File: src/design/vsd_map.vh
// Constants for the socket memory decoder.
// Assumes inclusion by bare name from design files.
`ifndef VSD_MAP_VH
`define VSD_MAP_VH

// ****************************************
// Address modifier codes
// ****************************************
`define VSD_AM_STD_0     6'h39
`define VSD_AM_STD_1     6'h3A
`define VSD_AM_STD_2     6'h3D
`define VSD_AM_STD_3     6'h3E
`define VSD_AM_EXT_0     6'h09
`define VSD_AM_EXT_1     6'h0A
`define VSD_AM_EXT_2     6'h0D
`define VSD_AM_EXT_3     6'h0E
`define VSD_AM_ROM_Q2    6'h1E
`define VSD_AM_ROM_Q1    6'h16

// ****************************************
// Address field layout
// ****************************************
`define VSD_BASE_LSB     14
`define VSD_STD_MSB      23
`define VSD_HIGH_LSB     24
`define VSD_QUAD_LSB     13
`define VSD_SIZE_MAX     3'h5

// ****************************************
// Register offsets, fields, resets
// ****************************************
`define VSD_REG_CTRL     4'h0
`define VSD_REG_STATUS   4'h4
`define VSD_REG_COUNT    4'h8
`define VSD_CTRL_EN      0
`define VSD_CTRL_RESET   1'h1

`endif

File: src/design/vsd_memory_decoder.v
// Address and modifier decoder for two quads of byte-wide sockets.
// Assumes bus inputs and straps synchronous to clock_i; strap = 1 when fitted.
`timescale 1ns/10ps

`include "vsd_map.vh"

module vsd_memory_decoder (
  input  wire        clock_i,
  input  wire        arst_n_i,
  // Memory cycle request
  input  wire [31:0] vme_addr_i,
  input  wire [5:0]  vme_am_i,
  input  wire        vme_strobe_i,
  // Straps
  input  wire [9:0]  eprom_base_low_straps_i,
  input  wire [7:0]  eprom_base_high_straps_i,
  input  wire [9:0]  ram_base_low_straps_i,
  input  wire [7:0]  ram_base_high_straps_i,
  input  wire [2:0]  eprom_size_straps_i,
  input  wire [2:0]  ram_size_straps_i,
  input  wire [1:0]  modifier_eprom_enable_straps_i,
  input  wire [1:0]  eprom_quad_enable_straps_i,
  input  wire [1:0]  ram_quad_enable_straps_i,
  // Socket side
  output reg  [7:0]  socket_select_n_o,
  output reg         mem_hit_o,
  output reg         other_inhibit_o,
  // Wishbone slave
  input  wire        wb_cyc_i,
  input  wire        wb_stb_i,
  input  wire        wb_we_i,
  input  wire [3:0]  wb_adr_i,
  input  wire [3:0]  wb_sel_i,
  input  wire [31:0] wb_dat_i,
  output reg  [31:0] wb_dat_o,
  output reg         wb_ack_o
);

  // ****************************************
  // Decode helpers
  // ****************************************

  // Size code from straps; a fitted strap reads as one and clears its code bit
  function [2:0] size_code;
    input [2:0] fit;
    begin
      size_code = ~fit;
    end
  endfunction

  // Base compare above the region; lines inside the region are not compared
  function base_match;
    input [31:0] a;
    input [9:0]  lo_fit;
    input [7:0]  hi_fit;
    input [2:0]  code;
    input        ext;
    integer      i;
    reg          m;
    begin
      m = 1'b1;
      for (i = `VSD_BASE_LSB; i <= `VSD_STD_MSB; i = i + 1) begin
        if (i >= `VSD_BASE_LSB + code && a[i] == lo_fit[i - `VSD_BASE_LSB]) begin
          m = 1'b0;  // fitted strap wants the line low
        end
      end
      for (i = `VSD_HIGH_LSB; i < 32; i = i + 1) begin
        if (ext && a[i] == hi_fit[i - `VSD_HIGH_LSB]) begin
          m = 1'b0;
        end
      end
      base_match = m;
    end
  endfunction

  // Quad index inside an eight-device region
  function quad_of;
    input [31:0] a;
    input [2:0]  code;
    begin
      quad_of = a[`VSD_QUAD_LSB + code];
    end
  endfunction

  // One-hot active-low select for a socket group and lane
  function [7:0] sel_of;
    input       grp_b;
    input [1:0] lane;
    reg   [7:0] s;
    begin
      s = 8'hFF;
      s[{grp_b, lane}] = 1'b0;
      sel_of = s;
    end
  endfunction

  // ****************************************
  // Transfer classification
  // ****************************************
  wire am_std;
  wire am_ext;
  wire am_rom2;
  wire am_rom1;
  wire [2:0] rom_code;
  wire [2:0] ram_code;
  wire rom_code_ok;
  wire ram_code_ok;

  // Standard and extended modifier sets
  assign am_std = (vme_am_i == `VSD_AM_STD_0) || (vme_am_i == `VSD_AM_STD_1) ||
                  (vme_am_i == `VSD_AM_STD_2) || (vme_am_i == `VSD_AM_STD_3);
  assign am_ext = (vme_am_i == `VSD_AM_EXT_0) || (vme_am_i == `VSD_AM_EXT_1) ||
                  (vme_am_i == `VSD_AM_EXT_2) || (vme_am_i == `VSD_AM_EXT_3);

  // Dedicated EPROM modifiers, each behind its own strap
  assign am_rom2 = (vme_am_i == `VSD_AM_ROM_Q2) && modifier_eprom_enable_straps_i[0]
                   && eprom_quad_enable_straps_i[1];
  assign am_rom1 = (vme_am_i == `VSD_AM_ROM_Q1) && modifier_eprom_enable_straps_i[1]
                   && eprom_quad_enable_straps_i[0];

  // Codes 6 and 7 have no part; such a region never decodes by address, though an EPROM region still answers the dedicated EPROM modifiers
  assign rom_code    = size_code(eprom_size_straps_i);
  assign ram_code    = size_code(ram_size_straps_i);
  assign rom_code_ok = rom_code <= `VSD_SIZE_MAX;
  assign ram_code_ok = ram_code <= `VSD_SIZE_MAX;

  // ****************************************
  // Region decode
  // ****************************************
  wire rom_q;
  wire ram_q;
  wire rom_base_ok;
  wire ram_base_ok;
  wire all_ram;
  wire rom_hit;
  wire ram_hit;
  wire mod_hit;

  assign rom_q = quad_of(vme_addr_i, rom_code);
  assign ram_q = quad_of(vme_addr_i, ram_code);
  assign rom_base_ok = base_match(vme_addr_i, eprom_base_low_straps_i,
                                  eprom_base_high_straps_i, rom_code, am_ext);
  assign ram_base_ok = base_match(vme_addr_i, ram_base_low_straps_i,
                                  ram_base_high_straps_i, ram_code, am_ext);

  // Both quads RAM: the EPROM base straps play no part
  assign all_ram = (ram_quad_enable_straps_i == 2'h3);

  // RAM window; quad 2 follows quad 1 at four device sizes
  assign ram_hit = (am_std || am_ext) && ram_code_ok && ram_base_ok &&
                   ram_quad_enable_straps_i[ram_q];

  // EPROM window, independent of RAM when mixed
  assign rom_hit = (am_std || am_ext) && rom_code_ok && rom_base_ok && !all_ram &&
                   eprom_quad_enable_straps_i[rom_q];

  // Modifier path bypasses every base compare
  assign mod_hit = am_rom1 || am_rom2;

  // ****************************************
  // Socket select
  // ****************************************
  // RAM quad 1 and EPROM quad 2 share group A (selects 1-4);
  // RAM quad 2 and EPROM quad 1 share group B (selects 5-8).
  reg [7:0] next_select_n;
  reg       next_hit;
  reg       next_mod;
  reg       dec_en;

  // RAM wins an overlap; overlapping bases are a strap error anyway
  always @* begin
    next_select_n = 8'hFF;
    next_hit      = 1'b0;
    next_mod      = 1'b0;
    if (vme_strobe_i && dec_en) begin
      if (mod_hit) begin
        next_select_n = sel_of(am_rom1, vme_addr_i[1:0]);
        next_hit      = 1'b1;
        next_mod      = 1'b1;
      end else if (ram_hit) begin
        next_select_n = sel_of(ram_q, vme_addr_i[1:0]);
        next_hit      = 1'b1;
      end else if (rom_hit) begin
        next_select_n = sel_of(!rom_q, vme_addr_i[1:0]);
        next_hit      = 1'b1;
      end
    end
  end

  // Registered so selects never glitch while address settles
  always @(posedge clock_i or negedge arst_n_i) begin
    if (!arst_n_i) begin
      socket_select_n_o <= 8'hFF;
      mem_hit_o         <= 1'b0;
      other_inhibit_o   <= 1'b0;
    end else begin
      socket_select_n_o <= next_select_n;
      mem_hit_o         <= next_hit;
      other_inhibit_o   <= next_mod;
    end
  end

  // ****************************************
  // Status capture
  // ****************************************
  reg [7:0]  last_select_n;
  reg        last_mod;
  reg        last_miss;
  reg        strobe_d;
  reg [15:0] hit_count;
  wire       cnt_clear;

  // One capture per strobe, at its first cycle
  always @(posedge clock_i or negedge arst_n_i) begin
    if (!arst_n_i) begin
      strobe_d      <= 1'b0;
      last_select_n <= 8'hFF;
      last_mod      <= 1'b0;
      last_miss     <= 1'b0;
    end else begin
      strobe_d <= vme_strobe_i;
      if (vme_strobe_i && !strobe_d) begin
        last_select_n <= next_select_n;
        last_mod      <= next_mod;
        last_miss     <= !next_hit;
      end
    end
  end

  // Hit counter; a clear and a new hit in the same cycle load a count of one
  always @(posedge clock_i or negedge arst_n_i) begin
    if (!arst_n_i) begin
      hit_count <= 16'h0000;
    end else if (vme_strobe_i && !strobe_d && next_hit) begin
      hit_count <= cnt_clear ? 16'h0001 : hit_count + 16'h0001;
    end else if (cnt_clear) begin
      hit_count <= 16'h0000;
    end
  end

  // ****************************************
  // Wishbone slave
  // ****************************************
  wire wb_req;
  wire wb_wr;

  assign wb_req    = wb_cyc_i && wb_stb_i && !wb_ack_o;
  assign wb_wr     = wb_req && wb_we_i && wb_sel_i[0];
  assign cnt_clear = wb_wr && (wb_adr_i == `VSD_REG_COUNT);

  // Decode enable; off forces every select inactive
  always @(posedge clock_i or negedge arst_n_i) begin
    if (!arst_n_i) begin
      dec_en <= `VSD_CTRL_RESET;
    end else if (wb_wr && wb_adr_i == `VSD_REG_CTRL) begin
      dec_en <= wb_dat_i[`VSD_CTRL_EN];
    end
  end

  // One wait state; unmapped offsets read zero and still ack
  always @(posedge clock_i or negedge arst_n_i) begin
    if (!arst_n_i) begin
      wb_ack_o <= 1'b0;
      wb_dat_o <= 32'h00000000;
    end else begin
      wb_ack_o <= wb_req;
      wb_dat_o <= 32'h00000000;
      if (wb_req && !wb_we_i) begin
        case (wb_adr_i)
          `VSD_REG_CTRL: begin
            wb_dat_o <= {31'h00000000, dec_en};
          end
          `VSD_REG_STATUS: begin
            wb_dat_o <= {16'h0000, ram_code, rom_code, last_miss, last_mod,
                         ~last_select_n};
          end
          `VSD_REG_COUNT: begin
            wb_dat_o <= {16'h0000, hit_count};
          end
          default: begin
            wb_dat_o <= 32'h00000000;
          end
        endcase
      end
    end
  end

endmodule

File: config.mk
export PLATFORM = sky130hd
export DESIGN_NAME = vsd_memory_decoder
export DESIGN_NICKNAME = d
export VERILOG_FILES = /design/src/design/vsd_memory_decoder.v
export VERILOG_INCLUDE_DIRS = /design/src /design/src/design
export SDC_FILE = /design/constraint.sdc
export NUM_CORES = 1
export LEC_CHECK = 0
export BUFFER_PORTS_ARGS = -buffer_cell sky130_fd_sc_hd__buf_2
export CAP_MARGIN = 20
export CORE_UTILIZATION = 32
export DETAILED_ROUTE_END_ITERATION = 10
export GPL_TIMING_DRIVEN = 0
export PLACE_DENSITY = 0.59
export REMOVE_ABC_BUFFERS = 1
export SYNTH_ARGS = -nofsm -noshare
export SYNTH_HDL_FRONTEND = slang
export SYNTH_SLANG_ARGS = --single-unit
export TNS_END_PERCENT = 50
File: constraint.sdc
create_clock -name clock_i -period 4.13 [get_ports clock_i]
set_clock_uncertainty 0.2 [all_clocks]
set_input_delay 0.413 -clock clock_i [delete_from_list [all_inputs] [get_ports clock_i]]
set_output_delay 0.413 -clock clock_i [all_outputs]
set_load 0.01 [all_outputs]
==> metrics.cfg <==
[synthesis]
yosysTopAreaCellShare = 0.211
async_flop_share = 1.00
synth-seq-area-share = 0.310
postSynthAreaPerCell_um2 = 8.69
synth.distinct_cells = 62
yosysMostFrequentCell = nor2_1
synth_warnings = 0
synth_common_cells = 64 x nor2_1, 45 x mux2i_1, 39 x nand2_1
synth_ff_type = dfrtp_1
ys_top_cells_by_area = dfrtp_1 21%, mux2i_1 10%, dfstp_2 9.9%, ha_1 6.7%, nor2_1 5.3%
synth_area_mm2 = 0.00450
synth_edf_count = 0
yosysTopAreaCell = dfrtp_1
synth_cells = 518
synth_seq_cells = 55

[detailed_routing]
drtIter0Drc = 236
dr.pass1.iters = 4
routed_wl_um = 12400
vias = 4124
remaining_drc_errors = 0
dr_wl_met2_um = 6040
wl_met3_um = 657
routed.top_layer = met4
vias_per_cell = 5.07
ant_nets = 0
wl_met1_um = 5580
wl_per_cell_um = 15.2

[placed_design]
placed_area_mm2 = 0.00523
place.gp.congestion = 0.857
post-place-ws_ns = -0.214
dp.final_hpwl_um = 10200
numPortBuffers = 124

[global_routing]
antenna_found_initial = 0
grt_pass1_vias = 4219
grt_pass1_wl_um = 20100
grt_max_degree = 31
grt_usage = 0.172
grt.overflow.total = 0

[clocking]
insertion_delay_ns = 0.29
post_cts_buffers = 0
htree_num_levels = 2
cts_buffer_depth = 2
clock_sinks = 55
cts_root_buffer = clkbuf_16
tritoncts = yes
clk_pin_slew_worst_paths_ns = 0.07
numCtsBuffers = 5

[layout]
antenna_cells = 0
ff_latch_area_mm2 = 0.00140
multi_input_area_mm2 = 0.00291
stdcell_area_mm2 = 0.00541
syn_to_final_growth_pct = 20.1
drive_gt1_frac = 0.255
fin_nets = 793
nFillCells = 1368

[pwr]
p_per_area_mw_per_mm2 = 238
total_power_mw = 1.29
ir_drop_mv = 0.150
leakage_nw = 2.50

[critical_path]
cp.required_ns = 4.14
cp.arrival_ns = 3.82
crit_slowest_cell = ha_1
worstSetupStartpointType = input port
end_kind = register
cp_max_fo = 16
crit_chain = buf_2 -> inv_1 -> ha_1 -> mux2i_1 -> a22oi_1 -> and4_1 -> a31oi_1 -> a21boi_0 -> o21ai_2 -> mux2_2 -> o211ai_1
path_class = in -> reg
max_stage_delay_ns = 0.87
reg2reg_depth = 4
r2r_slack_ns = 1.83

[floorplan]
die_h_um = 121
core_region_area_mm2 = 0.0135
die_area_mm2 = 0.0146
fp-row-count = 42
start_util = 0.333
io_pins = 175
die_w_um = 121

[sta]
fmax_mhz = 262
maxSlewViolCount = 0
worst_pin_slew_ns = 0.910
whs_ns = 0.120
period_share = 0.923
finalSetupViolations = 0
relSlewSlack = 0.392
final.min_clock_period_ns = 3.81
hold_viol = 0
fin_ws_ns = 0.316
rsz0062_at_grt = false

[job]
drv_cap = 0

[run_status]
status = complete, no violations

[min_path]
hold_path_class = in -> reg
whs_path_depth = 1

==> final timing paths <==
path,end,start
worst max-delay path,socket_select_n_o[5]$_DFF_PN1_,ram_size_straps_i[1]
worst max register to register,hit_count[1]$_DFFE_PN0P_,strobe_d$_DFF_PN0_
min in group asynchronous,strobe_d$_DFF_PN0_,arst_n_i
worst min register to register,wb_ack_o$_DFF_PN0_,wb_ack_o$_DFF_PN0_
worst min-delay path,strobe_d$_DFF_PN0_,vme_strobe_i
max in group asynchronous,dec_en$_DFFE_PN1P_,arst_n_i
==> area by class of cell <==
class	count	area share
Clock buffer	7	0.0264
Clock inverter	1	0.00162
Inverter	13	0.00903
Multi-Input combinational cell	433	0.538
Sequential cell	55	0.259
Tap cell	176	0.0407
Timing Repair Buffer	129	0.126
==> critical path: cells and delay by family <==
| kind | cells | cell delay, ns |
|---|---|---|
| AO/OA/AOI/OAI | 5 | 1.27 |
| adder cells (fa/ha/maj) | 1 | 0.87 |
| buffers and inverters | 2 | 0.30 |
| multiplexers | 2 | 0.75 |
| AND/OR/NAND/NOR | 1 | 0.21 |
==> stage by stage <==
step | setup TNS, ns | instances | util
2_1_floorplan | 0 | 501 | -
3_3_place_gp | -11.71 | 801 | 0.384
3_5_place_dp | -1.12 | 804 | 0.388
4_1_cts | 0 | 813 | 0.399
5_1_grt | 0 | 814 | 0.400
6_report | 0 | 814 | 0.400
==> power by group <==
group          switching, mW  total, mW  internal [mW]
combinational          0.179      0.311          0.132
clock                  0.188      0.431          0.243
sequential           0.00306      0.545          0.542
total                  0.370       1.29          0.916
==> cells by family (layout without fill, tap and decap cells) <==
| group | Yosys count | after routing | share of synthesized area |
|---|---|---|---|
| AND/OR/NAND/NOR | 208 | 208 | 0.232 |
| AO/OA/AOI/OAI | 98 | 98 | 0.146 |
| flip-flops | 55 | 55 | 0.310 |
| multiplexers | 49 | 49 | 0.111 |
| buffers and inverters | 45 | 150 | 0.0586 |
| XOR/XNOR | 38 | 38 | 0.0739 |
| adder cells (fa/ha/maj) | 24 | 24 | 0.0667 |
| other | 1 | 16 | 0.000833 |
==> layout by cell type (no fill, tap or decap), drive strengths merged, types with 11 or more instances in the layout <==
| cell type | n |
|---|---|
| xnor2 | 24 |
| dfstp | 17 |
| ha | 24 |
| nand2b | 25 |
| a31oi | 14 |
| inv | 13 |
| nor2 | 64 |
| buf | 128 |
| nand2 | 39 |
| mux2i | 45 |
| nand3 | 18 |
| xor2 | 14 |
| a21oi | 31 |
| dfrtp | 38 |
| conb | 16 |
| and2 | 11 |
==> metal layers <==
layer,global-route usage,up-vias
met1,0.220,1925
met2,0.311,137
met4,0.0324,0
met5,0,-
li1,-,2051
met3,0.0217,11
==> registers in the layout, summed over array words and instances (netlist names), 8 cells and up <==
register           flops
hit_count             16
wb_dat_o              16
last_select_n          8
socket_select_n_o      8
==> repair_timing <==
| action | in CTS | in global routing |
|---|---|---|
| hold endpoints to repair | 14 | 0 |
| hold buffers | 1 | 0 |
| resized for setup | 0 | 1 |
| endpoints found under the setup margin | 0 | 11 |
(Power assumes the default switching activity.)
